--- config.mk ---
export PLATFORM = sky130hd
export DESIGN_NAME = cmwd_decode
export DESIGN_NICKNAME = d
export VERILOG_FILES = /design/src/verilog/cmwd_pkg.sv /design/src/verilog/cmwd_regs_if.sv /design/src/verilog/cmwd_decode.sv /design/src/verilog/cmwd_reg_store.sv
export SDC_FILE = /design/constraint.sdc
export NUM_CORES = 1
export LEC_CHECK = 0
export ABC_AREA = 1
export BUFFER_PORTS_ARGS = -buffer_cell sky130_fd_sc_hd__buf_2
export CAP_MARGIN = 0
export CORE_MARGIN = 8
export CORE_UTILIZATION = 55
export DETAILED_ROUTE_END_ITERATION = 7
export MAX_ROUTING_LAYER = met4
export PLACE_DENSITY = 0.73
export SLEW_MARGIN = 20
export SYNTH_ARGS = -nofsm -noshare
export SYNTH_HDL_FRONTEND = slang
export SYNTH_SLANG_ARGS = --single-unit
--- constraint.sdc ---
create_clock -name clk -period 7.9 [get_ports clk]
set_input_delay 1.58 -clock clk [delete_from_list [all_inputs] [get_ports clk]]
set_output_delay 1.58 -clock clk [all_outputs]
set_load 0.1 [all_outputs]
--- src/verilog/cmwd_pkg.sv ---
package cmwd_pkg;
  localparam int unsigned DATA_W = 16;
  localparam int unsigned ADDR_W = 8;

  localparam logic [ADDR_W-1:0] ADR_IRQ_ENABLE_LO   = 8'h00;
  localparam logic [ADDR_W-1:0] ADR_IRQ_FLAG_LO     = 8'h01;
  localparam logic [ADDR_W-1:0] ADR_STATUS_ZERO     = 8'h02;
  localparam logic [ADDR_W-1:0] ADR_STATUS_ONE      = 8'h03;
  localparam logic [ADDR_W-1:0] ADR_STATUS_THREE    = 8'h04;
  localparam logic [ADDR_W-1:0] ADR_RESERVED_SLOT   = 8'h05;
  localparam logic [ADDR_W-1:0] ADR_STATUS_ZERO_PR  = 8'h06;
  localparam logic [ADDR_W-1:0] ADR_STATUS_ONE_PR   = 8'h07;
  localparam logic [ADDR_W-1:0] ADR_TEMP_THREE_A    = 8'h0E;
  localparam logic [ADDR_W-1:0] ADR_TEMP_THREE_B    = 8'h23;
  localparam logic [ADDR_W-1:0] ADR_STACK_PTR_A     = 8'h18;
  localparam logic [ADDR_W-1:0] ADR_STACK_PTR_B     = 8'h4D;
  localparam logic [ADDR_W-1:0] ADR_RPT_START_A     = 8'h1B;
  localparam logic [ADDR_W-1:0] ADR_RPT_START_B     = 8'h3D;
  localparam logic [ADDR_W-1:0] ADR_RPT_END_A       = 8'h1C;
  localparam logic [ADDR_W-1:0] ADR_RPT_END_B       = 8'h3F;
  localparam logic [ADDR_W-1:0] ADR_RPT_COUNT_ONE   = 8'h1A;
  localparam logic [ADDR_W-1:0] ADR_RPT_COUNT_SAVE  = 8'h1D;

  // Bits set in a mask are held at their old value on a protected-alias write.
  localparam logic [DATA_W-1:0] PROT_MASK_ZERO  = 16'h0000;
  localparam logic [DATA_W-1:0] PROT_MASK_ONE   = 16'h0000;
  localparam logic [DATA_W-1:0] PROT_MASK_THREE = 16'h0000;

  localparam logic [DATA_W-1:0] RESET_WORD  = 16'h0000;
  localparam logic [DATA_W-1:0] UNMAP_WORD  = 16'h0000;
  localparam int unsigned       NUM_REGS    = 13;

  typedef enum logic [3:0] {
    CMWD_IRQ_EN, CMWD_IRQ_FLAG, CMWD_STAT0, CMWD_STAT1, CMWD_STAT3, CMWD_TEMP3,
    CMWD_RPT_START, CMWD_RPT_END, CMWD_STACK, CMWD_RPT_CNT, CMWD_RPT_SAVE, CMWD_RES,
    CMWD_NONE
  } cmwd_sel_t;
endpackage : cmwd_pkg

--- src/verilog/cmwd_regs_if.sv ---
`timescale 1ns/1ns
`default_nettype none
interface cmwd_regs_if;
  import cmwd_pkg::*;
  logic [NUM_REGS-1:0] wr_en;
  logic [DATA_W-1:0]   wr_data;
  logic [3:0]          rd_idx;
  logic [DATA_W-1:0]   rd_data;
  logic [DATA_W-1:0]   st3_q;
  logic [DATA_W-1:0]   rpt_cnt_q;
  modport ctrl (output wr_en, output wr_data, output rd_idx, input rd_data,
                input st3_q, input rpt_cnt_q);
  modport store (input wr_en, input wr_data, input rd_idx, output rd_data,
                 output st3_q, output rpt_cnt_q);
endinterface : cmwd_regs_if
`default_nettype wire

--- src/verilog/cmwd_decode.sv ---
// Notes on behaviour
// - Address 00h selects interrupt enable word, 01h the interrupt flag word.
// - Status zero and one each answer at two addresses; native one is fully read/write.
// - Writes via a protected alias keep designated bits, update the rest.
// - Status zero: full at 02h, protected alias at 06h.
// - Status one: full at 03h, protected alias at 07h.
// - Status three full at 04h only; it has no protected alias.
// - Temp three, repeat start/end low and stack pointer each decode at two addresses.
// - Loading repeat counter one copies the same value into its save register.
// - The interrupt flag word is a full sixteen bits wide.
`timescale 1ns/1ns
`default_nettype none
module cmwd_decode
  import cmwd_pkg::*;
(
  input  wire logic              clk,
  input  wire logic              rst_n,
  input  wire logic              acc_rd,
  input  wire logic              acc_wr,
  input  wire logic [ADDR_W-1:0] acc_addr,
  input  wire logic [DATA_W-1:0] acc_wdata,
  output logic      [DATA_W-1:0] acc_rdata,
  output logic                   acc_rvalid,
  output logic                   acc_unmapped,
  output logic      [DATA_W-1:0] status_three_out
);
  cmwd_regs_if rif ();

  cmwd_reg_store u_store (
    .clk   (clk),
    .rst_n (rst_n),
    .rif   (rif)
  );

  cmwd_sel_t         sel;
  logic              prot;
  logic [DATA_W-1:0] keep_mask;
  logic [DATA_W-1:0] old_word;
  logic              rd_pend_reg;
  logic              unmap_reg;
  logic [DATA_W-1:0] st3_out_reg;
  logic [DATA_W-1:0] wr_data_next;

  always_comb begin
    prot = 1'b0;
    unique case (acc_addr)
      ADR_IRQ_ENABLE_LO:  sel = CMWD_IRQ_EN;
      ADR_IRQ_FLAG_LO:    sel = CMWD_IRQ_FLAG;
      ADR_STATUS_ZERO:    sel = CMWD_STAT0;
      ADR_STATUS_ONE:     sel = CMWD_STAT1;
      ADR_STATUS_THREE:   sel = CMWD_STAT3;
      ADR_RESERVED_SLOT:  sel = CMWD_RES;
      ADR_STATUS_ZERO_PR: begin
        sel  = CMWD_STAT0;
        prot = 1'b1;
      end
      ADR_STATUS_ONE_PR: begin
        sel  = CMWD_STAT1;
        prot = 1'b1;
      end
      ADR_TEMP_THREE_A, ADR_TEMP_THREE_B: sel = CMWD_TEMP3;
      ADR_RPT_START_A, ADR_RPT_START_B:   sel = CMWD_RPT_START;
      ADR_RPT_END_A, ADR_RPT_END_B:       sel = CMWD_RPT_END;
      ADR_STACK_PTR_A, ADR_STACK_PTR_B:   sel = CMWD_STACK;
      ADR_RPT_COUNT_ONE:  sel = CMWD_RPT_CNT;
      ADR_RPT_COUNT_SAVE: sel = CMWD_RPT_SAVE;
      default:            sel = CMWD_NONE;
    endcase
  end

  always_comb begin
    unique case (sel)
      CMWD_STAT0: keep_mask = PROT_MASK_ZERO;
      CMWD_STAT1: keep_mask = PROT_MASK_ONE;
      default:  keep_mask = PROT_MASK_THREE;
    endcase
  end

  // Old contents are needed combinationally to merge a protected write; only
  // status zero and status one, through their protected aliases, take that path.
  always_comb begin
    unique case (sel)
      CMWD_STAT3: old_word = rif.st3_q;
      default:  old_word = rif.rd_data;
    endcase
  end

  always_comb begin
    if (prot) begin
      wr_data_next = (old_word & keep_mask) | (acc_wdata & ~keep_mask);
    end else begin
      wr_data_next = acc_wdata;
    end
  end

  // A protected write needs the stored word, so the store read port follows
  // the address every cycle; the merge uses the word latched the cycle before,
  // which requires the address to be held one cycle ahead of a protected write.
  always_comb begin
    rif.wr_en   = '0;
    rif.wr_data = wr_data_next;
    rif.rd_idx  = 4'(sel);
    if (acc_wr && sel != CMWD_NONE && sel != CMWD_RES) begin
      rif.wr_en[sel] = 1'b1;
      if (sel == CMWD_RPT_CNT) begin
        rif.wr_en[CMWD_RPT_SAVE] = 1'b1;
      end
    end
  end

  always_ff @(posedge clk) begin
    if (!rst_n) begin
      rd_pend_reg <= 1'b0;
      unmap_reg   <= 1'b0;
    end else begin
      rd_pend_reg <= acc_rd;
      unmap_reg   <= (acc_rd || acc_wr) && (sel == CMWD_NONE || sel == CMWD_RES);
    end
  end

  always_ff @(posedge clk) begin
    if (!rst_n) begin
      st3_out_reg <= RESET_WORD;
    end else begin
      st3_out_reg <= rif.st3_q;
    end
  end

  assign acc_rdata        = rif.rd_data;
  assign acc_rvalid       = rd_pend_reg;
  assign acc_unmapped     = unmap_reg;
  assign status_three_out = st3_out_reg;
endmodule : cmwd_decode
`default_nettype wire

--- src/verilog/cmwd_reg_store.sv ---
`timescale 1ns/1ns
`default_nettype none
module cmwd_reg_store
  import cmwd_pkg::*;
(
  input  wire logic   clk,
  input  wire logic   rst_n,
  cmwd_regs_if.store  rif
);
  logic [DATA_W-1:0] word_reg [NUM_REGS];
  logic [DATA_W-1:0] rd_reg;

  // One storage word per register: every alias address reads the same cell.
  for (genvar i = 0; i < NUM_REGS; i++) begin : g_word
    always_ff @(posedge clk) begin
      if (!rst_n) begin
        word_reg[i] <= RESET_WORD;
      end else if (rif.wr_en[i]) begin
        word_reg[i] <= rif.wr_data;
      end
    end
  end

  always_ff @(posedge clk) begin
    if (!rst_n) begin
      rd_reg <= RESET_WORD;
    end else if (rif.rd_idx < 4'(NUM_REGS)) begin
      rd_reg <= word_reg[rif.rd_idx];
    end else begin
      rd_reg <= UNMAP_WORD;
    end
  end

  assign rif.rd_data = rd_reg;
  assign rif.st3_q     = word_reg[CMWD_STAT3];
  assign rif.rpt_cnt_q = word_reg[CMWD_RPT_CNT];
endmodule : cmwd_reg_store
`default_nettype wire

* Word level (Yosys, flattened, before mapping)
Memories as Yosys holds them, arrays and structs flattened. A register that Yosys moved wholly into a read port is not among the register bits. Cells that the tools add are included.
Word-level totals: bits in registers 2, bits in writable memories 208, input port bits 28, logic and storage cells 115, memories kept 1
Cells by class: magnitude comparators 3, equal/unequal tests 22, multiplexer cells 58, bitwise logic cells 13, reduce and logical (&&, ||, !) cells 16
Memory list:
- u_store.word_reg | depth 13, width 16, read ports 2, clocked after memory_dff 2, write ports 13, line cmwd_reg_store.sv:10 | logic [DATA_W-1:0] word_reg [NUM_REGS];
Operator list (number):
- 16-bit two-way mux | 13
- 4-bit case mux with 12 select lines | 1
- 1-bit two-way mux | 42
- 8-bit by 5-bit equality test with 1-bit output (second input constant) | 5
- 8-bit by 3-bit equality test with 1-bit output (second input constant) | 4
- 8-bit by 6-bit equality test with 1-bit output (second input constant) | 3
- 8-bit by 2-bit equality test with 1-bit output (second input constant) | 2
- 13-bit two-way mux | 1
- 1-bit OR | 13
- 4-bit equality test (second input constant) | 3
- 2-bit OR reduction | 6
- 8-bit by 1-bit equality test with 1-bit output (second input constant) | 1
- 8-bit by 4-bit equality test with 1-bit output (second input constant) | 1
- 8-bit by 7-bit equality test with 1-bit output (second input constant) | 1
- 8-bit zero test | 1
- 4-bit != test (second input constant) | 2
- 4-bit by 5-bit < comparator with 1-bit output (second input constant) | 1
- 1-bit demux with 4-bit select | 1
- 4-bit by 1-bit >= comparator with 1-bit output (second input constant) | 1
- 1-bit logical AND | 4
- 4-bit < comparator (second input constant) | 1
- 1-bit zero test | 2
- 1-bit logical OR | 2
- 2-bit AND reduction | 1

* Longest topological paths before layout
Gate-level depths: netlist of the first run.
depth after elaboration 13, mapped depth 17, gate-level depth less buffers 15

* By module
A second synthesis of the first run with hierarchy kept.
Unflattened totals: cell total of the unflattened synthesis 1337, area, all modules 11476.0 um^2
By module, submodules not included:
- cmwd_reg_store | times used 1, cells each 1177, area each 10471.3 um^2, seq. area each 6566.3 um^2
- cmwd_decode | times used 1, cells each 160, area each 1004.7 um^2, seq. area each 360.3 um^2

* Least setup slack after synthesis of the first run
Ideal clock, no wire load.
kind input -> register, from in acc_addr[7], to mem u_store.word_reg[9][0], enable pin, library setup time 411 ps, arrival time 3720 ps, path slack 3769 ps, stages 7, cells stage by stage inv_1 -> nand2_1 -> nor3_4 -> nand2_4 -> clkbuf_1 -> clkbuf_1 -> o21ai_0
RTL lines:
- from (decl) | line cmwd_decode.sv:20 | input wire logic [ADDR_W-1:0] acc_addr,
- to (decl) | line cmwd_reg_store.sv:10

==> results of run 1 <==
cell usage after synthesis, types with 6 or more instances:
cell type and instances:
nand3_2 6, clkbuf_1 44, inv_2 7, edfxtp_1 208, nand3_1 8, nand2_1 478
buf_2 22, inv_1 46, nand4_1 98, nand4_4 7, o21ai_0 7, buf_4 7
nor2_2 7, nor2_1 219, dfxtp_1 34, buf_1 13
metrics by stage:
step                hold slack [ps]  power [µW]  area (µm²)
floorplan                       429        1700       11400
global placement                443        1780       11800
detailed placement              448        1790       11800
CTS                             463        3020       12700
global route                    495        3100       12700
finish                          459        3010       12700
area by class of cell:
type / count / area (µm²) / area share
Inverter: 56 / 215 / 0.0170
Tap cell: 270 / 338 / 0.0266
Timing Repair Buffer: 73 / 395 / 0.0312
Clock inverter: 15 / 168 / 0.0132
Multi-Input combinational cell: 882 / 3920 / 0.309
Clock buffer: 33 / 719 / 0.0567
Sequential cell: 242 / 6930 / 0.546
worst max path at each step:
| stage | slack, ps | start | end | depth (start not counted) |
|---|---|---|---|---|
| 2_1_floorplan | 3770 | acc_addr[7] | u_store.word_reg[9][0]$_SDFFCE_PN0P_ | 7 |
| 3_3_place_gp | 2860 | acc_addr[7] | u_store.word_reg[3][10]$_SDFFCE_PN0P_ | 11 |
| 3_5_place_dp | 2840 | acc_addr[7] | u_store.word_reg[3][1]$_SDFFCE_PN0P_ | 11 |
| 4_1_cts | 3390 | acc_addr[7] | u_store.word_reg[3][15]$_SDFFCE_PN0P_ | 11 |
| 5_1_grt | 3130 | acc_addr[7] | u_store.word_reg[3][15]$_SDFFCE_PN0P_ | 11 |
| 6_report | 3300 | acc_addr[7] | u_store.word_reg[3][8]$_SDFFCE_PN0P_ | 11 |
logic make-up after synthesis:
| logic type | synth area share |
|---|---|
| simple gates | 0.328 |
| buf+inv | 0.0532 |
| other cells | 0.000331 |
| compound gates | 0.00652 |
| flops | 0.612 |
cells in the final DEF, fill, tap and decap left out, drive strengths merged, types with 2 or more instances in the layout:
| cell type | netlist | final |
|---|---|---|
| nor2 | 233 | 233 |
| clkbuf | 44 | 33 |
| inv | 54 | 55 |
| buf | 43 | 73 |
| dfxtp | 34 | 34 |
| o21ai | 8 | 8 |
| bufinv | 0 | 3 |
| nand3 | 16 | 16 |
| nand4 | 105 | 105 |
| a21oi | 2 | 2 |
| clkinv | 2 | 12 |
| nand2 | 483 | 483 |
| edfxtp | 208 | 208 |
| conb | 1 | 32 |
metal layers:
metal	vias up	GRT usage
li1	4120	-
met1	4165	0.330
met2	450	0.349
met3	31	0.0473
met4	0	0.0545
met5	-	-
worst register-to-register path: stages, from the launching register on:
cell      delay (ps)
edfxtp_1         380
nand4_1          110
nand2_1          100
nand2_1          120
nand2_1          100
nand2_1           60
nand2_1          170
nor2_1           130
nor2_1            50
power by group through the flow:
stage          combinational [µW]  sequential, µW  clock, µW
6_report                      284            1480       1250
3_3_place_gp                  279            1500          0
4_1_cts                       282            1480       1260
2_1_floorplan                 122            1580          0
3_5_place_dp                  281            1510          0
5_1_grt                       305            1480       1310
==> results.md, run 1 <==
Run status:
- The flow ran to the end, and the final reports show no timing, DRC or antenna violations.

Synth:
- The synthesized netlist occupies a cell area of roughly 11000 µm².
- The dominant cell type by area after synthesis is edfxtp_1.
- For this run, the register share of the synthesized area comes to 0.612.
- The most instantiated flip-flop cell in the synthesis netlist is edfxtp_1.
- For this run, the number of Yosys warnings is 0.
- The number of enable flip-flop cells after synthesis is 208.
- For this run, asynchronously set or reset flops after synthesis account for 0.
- After synthesis, the cell types taking the most area are edfxtp_1 (55%), nand2_1 (16%), nor2_1 (7.3%).
- The cell count after synthesis came out at 1236.
- After synthesis the netlist holds a flip-flop and latch count of between 200 and 250.
- The area fraction of the dominant cell type after synthesis is 0.551.
- In this run, distinct cell masters in the synthesized netlist total 31.
- The mean instance size in the synthesized netlist is roughly 9.2 µm².

Critical path:
- Grouping stages by cell kind, the critical path spends the most delay in simple AND/OR/NAND/NOR gates.
- The worst setup path is launched from a primary input.
- Together, buffers and inverters on the worst path number 4.
- The most prevalent standard cell on the critical path is nand2_1.
- Data on the critical path is required at its endpoint by 8050 ps.
- The element type at the critical path end is a flip-flop.
- The largest individual stage delay along the critical path comes from the cell nand2_4.
- By startpoint and endpoint, the worst setup path is classified as primary input to flip-flop.
- The largest fanout of any net on the critical path is 100.
- In this run the critical register-to-register path is launched from u_store.word_reg[4][7]$_SDFFCE_PN0P_.
- Traced cell by cell, the critical path runs through buf_2 > inv_1 > nand2_1 > nor3_4 > nand2_4 > nand3_4 > buf_4 > nand2_1 > inv_2 > nand3_1 > nand2_1.
- The largest stage delay on the critical path is 640 ps.
- The worst reg-to-reg setup slack is 6540 ps.
- The arrival time of data at the critical path endpoint is 4750 ps.
- The worst register-to-register path has a depth of 8.
- The worst register-to-register path ends at u_store.rif.rd_data[7]$_SDFF_PN0_.

Global route:
- For this run, the total global-route usage over all layers was measured as 0.236.
- For this run the aggregate overflow at the end of global routing stands at 0.
- The number of global-route vias before repair came to 8149.
- The number of antenna violations at the first check in global routing is 0.
- The maximum number of pins on one net before global-route repair is 101.
- The first-pass GRT wire length is 46400 µm.

Placement:
- Counting tap cells, the placed design contains a total of 1523 instances.
- The post-detailed-placement half-perimeter wirelength is about 19000 µm.
- The last weighted congestion value of the routability-driven placer is approximately 0.9.
- At the placement stage, the worst setup path has a slack of 2840 ps.
- The number of port buffers is 61.

Routing:
- The met3 wire length is 2970 µm.
- The residual DRC count is 0.
- Dividing the detail-routed wire length by the instance count gives 18.9 µm.
- The overall routed net length is 29800 µm.
- The mean number of vias per cell is 5.58.
- In the detailed route, the total length drawn on met2 is 13500 µm.
- The total routed wire length on the met1 layer is 12800 µm.
- The DRC violation total after the first TritonRoute iteration is 957.
- The total iterations of the first detailed-routing run is 6.
- In this run the remaining antenna-violating nets after routing total 0.
- The uppermost signal routing layer after detailed routing is met4.
- The final route contains 8766 vias.

Timing:
- The post-layout minimum cycle time is ~4600 ps.
- Derived from the worst setup path, the maximum achievable clock frequency is 0.218 GHz.
- Setup repair after global routing left no endpoint under its margin.
- At the pin with the least slew margin, the transition time is 1160 ps.
- The total negative slack for setup checks is 0 ps.
- Measured against its own limit, the worst slew margin works out to 0.229.
- The number of setup violations in the final report is 0.
- Across the routed clock network, the largest skew measured is roughly 11 ps.
- Of the available clock period, the critical path in the final layout requires 0.582.
- Setup slack on the critical path of the routed design comes to 3300 ps.
- The number of hold violations in the final report is 0.
- The final count of pins violating max slew is 0.

Final layout:
- The number of antenna cells inserted is 0.
- Counting the fill cells in the layout gives 1633.
- The number of nets in the finished design is 1309.
- The area added between synthesis and finish is 12.0%.
- The fraction of layout cells with a size suffix above 1 is 0.122.
- The filler-free cell count of the finished design is 1571.
- The number of flip-flops in the largest register is 208.
- The utilization after layout is 0.627.

Die:
- The floorplan step defined a core boundary enclosing 20200 µm².
- The effective utilization at floorplan is 0.560.
- The die is 160 µm wide.
- Row generation in the floorplan step produced 52 rows.
- The die covers 25400 µm².
- between 60 and 70 I/O pins were placed.
- Measured along the y axis, the die boundary spans 160 µm.

CTS:
- The clock root buffer is clkbuf_16.
- The CTS H-tree depth is 1.
- Clock-pin slew was measured on the worst setup and hold paths at 60 ps.
- The worst-skew pair later-pin latency is 530 ps.
- Once the clock tree was built, the setup fixing pass inserted 0 buffers.
- Buffers inserted to repair hold after CTS numbered 0.
- The number of gates resized after CTS is 0.
- CTS saw about 240 sinks.
- The CTS buffer count is 26.
- Counting along the longest clock path gives a buffer depth of 3.
- TritonCTS built the clock tree.

Hold path:
- The worst hold path begins at u_store.word_reg[4][7]$_SDFFCE_PN0P_.
- The type of the tightest min-delay check is flip-flop to flip-flop.
- The worst hold path terminates at status_three_out[7]$_SDFF_PN0_.
- Counting instances, the worst hold path has a depth of 2.

Power and ir drop:
- The peak ir drop on the vdd network is 0.194 mV.
- The combinational cell fraction of total power is 0.094.
- In this run the power spent charging and discharging nets is roughly 750 µW.
- The relative contribution of the clock network to total power is 0.415.
- In this run the power density over the cells is 237 nW/µm².
- The fraction of power spent switching nets is 0.249.
- The static leakage is 0.00572 µW.
- Cell internal power was estimated by the tool at ~2300 µW.
- The share of total power dissipated in sequential elements is 0.491.

Job:
- Across the run, the number of max-cap violations was 0.
No activity file was read; power rests on OpenSTA's default activity.
==> run 2: changes to the inputs <==
==> constraint.sdc (replaced) <==
create_clock -name clk -period 4.5 [get_ports clk]
set_input_delay 0.9 -clock clk [delete_from_list [all_inputs] [get_ports clk]]
set_output_delay 0.9 -clock clk [all_outputs]
set_load 0.1 [all_outputs]
==> run 2 against run 1 <==
  * Critical endpoint is now u_store.word_reg[2][13]$_SDFFCE_PN0P_
  * Setup slack got worse by 1900 ps
  * Largest cell class unchanged
  * Power rose by 79%
  * Sequential cell count stayed put
  * Sequential power is 76% higher
  * Non-clock buffer count increased by 6
  * Critical path type unchanged
  * Worst hold slack better by 10 ps
  * Core utilization grew 0.43 points
  * Clock power increased by 83%
  * Routed wire length grew 0.39%
  * First-iteration DRC count increased by 8.9%
  * Die area unchanged
  * Sequential share of layout area shrank 0.37 points
==> results.md, run 2 (synthesis results as in run 1) <==
Run status:
- The flow ran to the end, and the final reports show no timing, DRC or antenna violations.

Critical path:
- The critical path goes through buf_2 > inv_1 > nand2_1 > nor2_1 > nand2_4 > buf_4 > nand3_2 > nor2_2 > nand2_1 > nor2_8 > nand3_1 > nand2_1.
- The most prevalent standard cell on the critical path is nand2_1.
- The largest stage delay on the critical path is 520 ps (-120 ps).
- The slowest stage of the critical path is the nand2_1 cell.
- The category of the most critical setup path is primary input to flip-flop.
- The worst reg-to-reg setup slack is 3180 ps (-3360 ps).
- The data required time at the worst endpoint is 4660 ps (-3390 ps).
- The element type at the critical path end is a flip-flop.
- The largest fanout of any net on the critical path is 48 (-52%).
- The arrival time of data at the critical path endpoint is 3310 ps (-1440 ps).
- The count of buffering cells on the critical path with inverters included is 3 (-1).
- STA classifies the critical path startpoint as a primary input.
- The critical path's top delay family is simple AND/OR/NAND/NOR gates.

Timing:
- After layout, the minimum clock period comes to 3140 ps.
- The number of setup violations in the final report is 0 (unchanged).
- The measured slew at the worst slew-check pin was 1030 ps (-130 ps).
- The clock skew after layout was 20.4 ps (+9.69 ps).
- The number of hold violations in the final report is 0 (unchanged).
- Setup repair after global routing left no endpoint under its margin.
- The part of the cycle the worst path needs is 0.699.
- The relative slew slack came to 0.316 (+0.0867).
- Based on the critical path, the design can be clocked at up to 0.318 GHz.
- The final count of pins violating max slew came to 0 (unchanged).
- The total negative slack for setup checks is 0 ps (unchanged).

Global route:
- The maximum number of pins on one net before global-route repair is 97 (-4.0%).
- The global routing usage summed across all routing layers was 0.240 (+0.00410).
- The number of antenna violations at the first check in global routing is 0 (unchanged).
- The total overflow reported by the global router is 0 (unchanged).
- The first-pass GRT wire length came to 46800 µm (+0.92%).
- The number of global-route vias before repair came to 8383 (+2.9%).

CTS:
- The CTS H-tree depth is 1 (unchanged).
- The worst-skew pair later-pin latency is 530 ps (about the same).
- The number of buffers on the longest clock path came to 3 (unchanged).
- The CTS tree is done.
- The clock sink count came to 242 (unchanged).
- The tree is rooted in a clkbuf_16.
- The CTS buffer count was 26 (unchanged).
- The clock transition at the registers of the reported paths is 60 ps (about the same).
- The number of gates resized after CTS is 0 (unchanged).
- The post-CTS setup-driven buffer insertion count is 0 (unchanged).
- The number of buffers added to fix hold violations after cts came to 0 (unchanged).

Placement:
- The post-detailed-placement half-perimeter wirelength was 19300 µm (+3.0%).
- The number of port buffers was 61 (unchanged).
- The last weighted congestion value of the routability-driven placer is 0.986 (+9.5%).

Die:
- The core area is 20200 µm² (unchanged).
- The height of the die is 160 µm (unchanged).
- The number of top-level design ports is 62 (unchanged).
- The area of the die is 25400 µm² (unchanged).
- The die width is 160 µm (unchanged).
- The effective utilization at floorplan is 0.560 (unchanged).
- The site row count was 52 (unchanged).

Routing:
- The mean number of vias per cell came to 5.53 (-0.88%).
- The overall routed net length was 29900 µm (+0.39%).
- The residual DRC count is 0 (unchanged).
- The DRC violation total after the first TritonRoute iteration came to 1042 (+8.9%).
- The via count is 8722 (-0.50%).
- The residual antenna-violating net count after detailed routing was 0 (unchanged).
- The total iterations of the first detailed-routing run was 5 (-1).
- The average detailed-routed wire length per instance is 18.9 µm (about the same).

Final layout:
- The total of fill cells in the finished design was 1730 (+5.9%).
- The number of antenna cells inserted is 0 (unchanged).
- The area growth from synthesis to layout is 12.7%.
- The utilization after layout is 0.631 (+0.00427).
- The number of nets in the finished design was 1315 (+0.46%).
- The fraction of layout cells with a size suffix above 1 is 0.129 (+0.00709).
- The most frequent standard cell in the layout excluding fill and tap cells is nand2_1.
- The number of flip-flops in the largest register is 208 (unchanged).
- In the layout the commonest cells are nand2_1 (478), nor2_1 (219), edfxtp_1 (208).

Power and ir drop:
- The static leakage was 0.00576 µW (+0.81%).
- The total chip power was 5380 µW (+79%).
- The peak ir drop on the vdd network came to 0.335 mV (+72%).
- The total power density per cell area came to 422 nW/µm² (+78%).

Hold path:
- In this run the worst hold path is classified as flip-flop to flip-flop.

Job:
- The count of max-cap constraint violations came to 0 (unchanged).
[run 2: cell count changes in the layout (fill, tap and decap cells not counted), sizes merged]
cell      previous run  this run
clkinv              12        10
inv                 55        57
clkbuf              33        29
bufinv               3         5
buf                 73        79
clkinvlp             1         3
[run 2: worst paths after layout]
path / end / depth (start not counted) / from
max: u_store.word_reg[2][13]$_SDFFCE_PN0P_ / 12 / acc_addr[2]
min: status_three_out[3]$_SDFF_PN0_ / 2 / u_store.word_reg[4][3]$_SDFFCE_PN0P_
max reg2reg: u_store.rif.rd_data[1]$_SDFF_PN0_ / 8 / u_store.word_reg[4][1]$_SDFFCE_PN0P_
min reg2reg: status_three_out[3]$_SDFF_PN0_ / 2 / u_store.word_reg[4][3]$_SDFFCE_PN0P_
[run 2: area by class of cell]
class	count	area [µm²]	share of cell area
Multi-Input combinational cell	882	3920	0.307
Clock buffer	29	693	0.0543
Timing Repair Buffer	79	440	0.0345
Tap cell	270	338	0.0265
Sequential cell	242	6930	0.543
Inverter	56	215	0.0169
Clock inverter	19	235	0.0184
[run 2: metal layers]
layer	vias up	share of wire	global-route usage
met1	4074	0.44	0.337
met2	454	0.43	0.344
met3	69	0.097	0.0458
met4	0	0.031	0.0789
li1	4125	-	-
met5	-	0	-
[run 2: metrics by stage]
stage,instances,area [µm²],hold WS (ps),worst slack (ps)
after floorplan,1267,11400,429,1050
after global placement,1529,11800,450,921
after detailed placement,1529,11800,460,862
after CTS,1577,12800,474,1390
after global routing,1577,12800,494,1200
final,1577,12800,469,1360
[run 2: worst reg2reg max path, stage by stage, from the launching register on]
cell      delay [ps]
edfxtp_1         410
nand4_1          110
nand2_1           80
nand2_1           90
nand2_1           90
nand2_1           60
nand2_1          140
nor2_1           150
nor2_1            60
[run 2: power by group]
part | switching (µW) | internal [µW] | total (µW) | leakage, µW
sequential | 38.4 | 2560 | 2600 | 0.00227
combinational | 400 | 99.5 | 500 | 0.00305
clock | 888 | 1400 | 2290 | 0.000450
total | 1330 | 4060 | 5380 | 0.00576
==> run 3: changes to the inputs <==
==> constraint.sdc (replaced) <==
create_clock -name clk -period 3 [get_ports clk]
set_input_delay 0.6 -clock clk [delete_from_list [all_inputs] [get_ports clk]]
set_output_delay 0.6 -clock clk [all_outputs]
set_load 0.1 [all_outputs]
==> run 3 against run 2 <==
  * Non-clock buffer count up 15
  * Clock power up 32%
  * Global-route usage down 0.11 points
  * Sequential share of layout area down 0.34 points
  * Final cell count up 0.95%
  * Sequential cell count unchanged
  * First-iteration DRC count down 8.5%
  * Count of clock-buffer cells in the layout up 7
  * Power up 43%
  * Register-to-register slack worse by 1500 ps
==> results.md, run 3 (synthesis results as in run 1) <==
Run status:
- The run finished with clean final reports.

Timing:
- The worst hold slack after final layout came to 300 ps (-169 ps).
- The post-layout minimum cycle time is 2380 ps.
- The relative slew slack is 0.566 (+0.250).
- The clock skew after layout is 8.86 ps (-11.5 ps).
- Static timing analysis puts the maximum clock frequency at 0.421 GHz.
- The final count of pins violating max slew is 0 (unchanged).
- The part of the cycle the worst path needs is 0.793.
- The measured slew at the worst slew-check pin is 651 ps (-376 ps).
- The number of hold violations in the final report is 0 (unchanged).
- The total negative slack for setup checks came to 0 ps (unchanged).
- The number of setup violations in the final report is 0 (unchanged).
- Setup repair after global routing left no endpoint under its margin.

Critical path:
- The data required time at the worst endpoint is 3360 ps (-1300 ps).
- The arrival time of data at the critical path endpoint is 2740 ps (-570 ps).
- The source of the worst register-to-register timing path is u_store.word_reg[4][4]$_SDFFCE_PN0P_.
- In this run the worst setup path terminates at u_store.word_reg[9][11]$_SDFFCE_PN0P_.
- The element type at the critical path end is a flip-flop.
- The category of the most critical setup path is primary input to flip-flop.
- The worst reg-to-reg setup slack is 1710 ps (-1470 ps).
- The depth of the most critical reg-to-reg path is 8 (unchanged).
- The largest fanout of any net on the critical path is 17 (-65%).
- The start point of the critical path is acc_addr[2].
- The capturing point of the worst reg2reg path is u_store.rif.rd_data[4]$_SDFF_PN0_.
- The critical path startpoint category is a primary input.

CTS:
- The CTS buffer count was 26 (unchanged).
- The clock sink count is 242 (unchanged).
- The clock root buffer is clkbuf_16.
- The post-CTS setup-driven buffer insertion count is 0 (unchanged).
- The worst-skew pair later-pin latency is 520 ps (about the same).
- The CTS H-tree depth is 1 (unchanged).
- The number of gates resized after CTS is 0 (unchanged).
- The number of buffers on the longest clock path is 3 (unchanged).
- The number of buffers added to fix hold violations after cts is 0 (unchanged).
- The CTS tree is done.
- The clock transition at the registers of the reported paths is 60 ps (about the same).

Job:
- The count of max-cap constraint violations is 0 (unchanged).

Die:
- The number of top-level design ports is 62 (unchanged).
- The core area is 20200 µm² (unchanged).
- The effective utilization at floorplan is 0.560 (unchanged).
- The die width came to 160 µm (unchanged).
- The area of the die was 25400 µm² (unchanged).
- The site row count is 52 (unchanged).
- The height of the die is 160 µm (unchanged).

Placement:
- The placed cell area came to 12000 µm² (+1.7%).
- The last weighted congestion value of the routability-driven placer is 0.904 (-8.4%).
- The post-detailed-placement half-perimeter wirelength is 19200 µm (-0.63%).
- The number of port buffers was 61 (unchanged).
- The post-placement cell count is 1544 (+0.98%).

Final layout:
- The number of flip-flops in the largest register is 208 (unchanged).
- The filler-free cell count of the finished design is 1592 (+0.95%).
- The library cell used most frequently in the layout, excluding fill and tap cells, is nand2_1.
- The area added between synthesis and finish is 13.4%.
- In the layout the commonest cells are nand2_1 (478), nor2_1 (219), edfxtp_1 (208).
- The fraction of layout cells with a size suffix above 1 is 0.135 (+0.00534).
- The post-layout instance area came to 12800 µm² (+0.64%).
- The number of nets in the finished design is 1330 (+1.1%).
- The number of antenna cells inserted was 0 (unchanged).

Power and ir drop:
- The total power density per cell area is 599 nW/µm² (+42%).
- The peak ir drop on the vdd network is 0.420 mV (+25%).
- The static leakage is 0.00583 µW (+1.1%).

Routing:
- The via count is 8798 (+0.87%).
- The residual antenna-violating net count after detailed routing is 0 (unchanged).
- The average detailed-routed wire length per instance is 18.8 µm (-1.0%).
- The mean number of vias per cell came to 5.53 (about the same).
- The overall routed net length is 29900 µm (about the same).
- The DRC violation total after the first TritonRoute iteration came to 953 (-8.5%).
- The total iterations of the first detailed-routing run is 8 (+3).
- The residual DRC count came to 0 (unchanged).

Global route:
- The number of antenna violations at the first check in global routing came to 0 (unchanged).
- The maximum number of pins on one net before global-route repair came to 98 (+1.0%).
- The first-pass GRT wire length came to 47100 µm (+0.50%).
- The number of global-route vias before repair is 8401 (+0.21%).
- The global routing usage summed across all routing layers came to 0.239 (-0.00114).
- The total overflow reported by the global router was 0 (unchanged).

Hold path:
- The min-delay analysis places its worst path in the category primary input to flip-flop.
[run 3: changes by cell type in the layout (fill, tap and decap cells not counted), sizes merged]
| cell | change |
|---|---|
| clkinvlp | -3 |
| clkbuf | +7 |
| clkinv | +2 |
| inv | -1 |
| buf | +15 |
| bufinv | -5 |
[run 3: power breakdown]
part / internal (µW) / switching (µW) / total (µW)
registers: 3830 / 55.5 / 3890
clock network: 1730 / 1300 / 3030
logic: 168 / 605 / 773
[run 3: per-stage QoR]
step           setup slack [ps]  utilization  total power [µW]
2_1_floorplan              -135            -              4490
3_3_place_gp                172        0.595              4710
3_5_place_dp                114        0.595              4730
4_1_cts                     648        0.635              7700
5_1_grt                     402        0.635              7920
6_report                    622        0.635              7690
[run 3: worst min-delay path by stage]
stage                                            to  slack, ps  cells past startpoint                             startpoint
finish                        acc_rvalid$_SDFF_PN0_        300                      3                                 acc_rd
global route                  acc_rvalid$_SDFF_PN0_        310                      3                                 acc_rd
CTS                           acc_rvalid$_SDFF_PN0_        290                      3                                 acc_rd
detailed placement  status_three_out[15]$_SDFF_PN0_        450                      2  u_store.word_reg[4][15]$_SDFFCE_PN0P_
global placement    status_three_out[15]$_SDFF_PN0_        440                      2  u_store.word_reg[4][15]$_SDFFCE_PN0P_
floorplan            status_three_out[0]$_SDFF_PN0_        430                      2   u_store.word_reg[4][0]$_SDFFCE_PN0P_
[run 3: routing by layer]
layer	vias up	share of wire	GRT usage
li1	4156	-	-
met4	0	0.015	0.0476
met5	-	0	-
met3	34	0.087	0.0359
met2	429	0.46	0.361
met1	4179	0.44	0.338
[run 3: area by class of cell]
cell class | count | area [µm²]
clock buffer | 36 | 741
clock inverter | 12 | 68.8
fill | 1645 | 7390
inverter | 56 | 215
multi-input combinational | 882 | 3920
sequential | 242 | 6930
tap | 270 | 338
timing repair buffer | 94 | 641
[run 3: critical path, stage by stage]
cell and delay [ps]:
buf_2 130, nand2_1 100, inv_1 90, nand2_1 70, nor2_1 60, a21oi_4 190, nand3_1 150, nor2_4 420
nand2_1 150, nor2_2 260, nand3_2 320, nor2_1 200
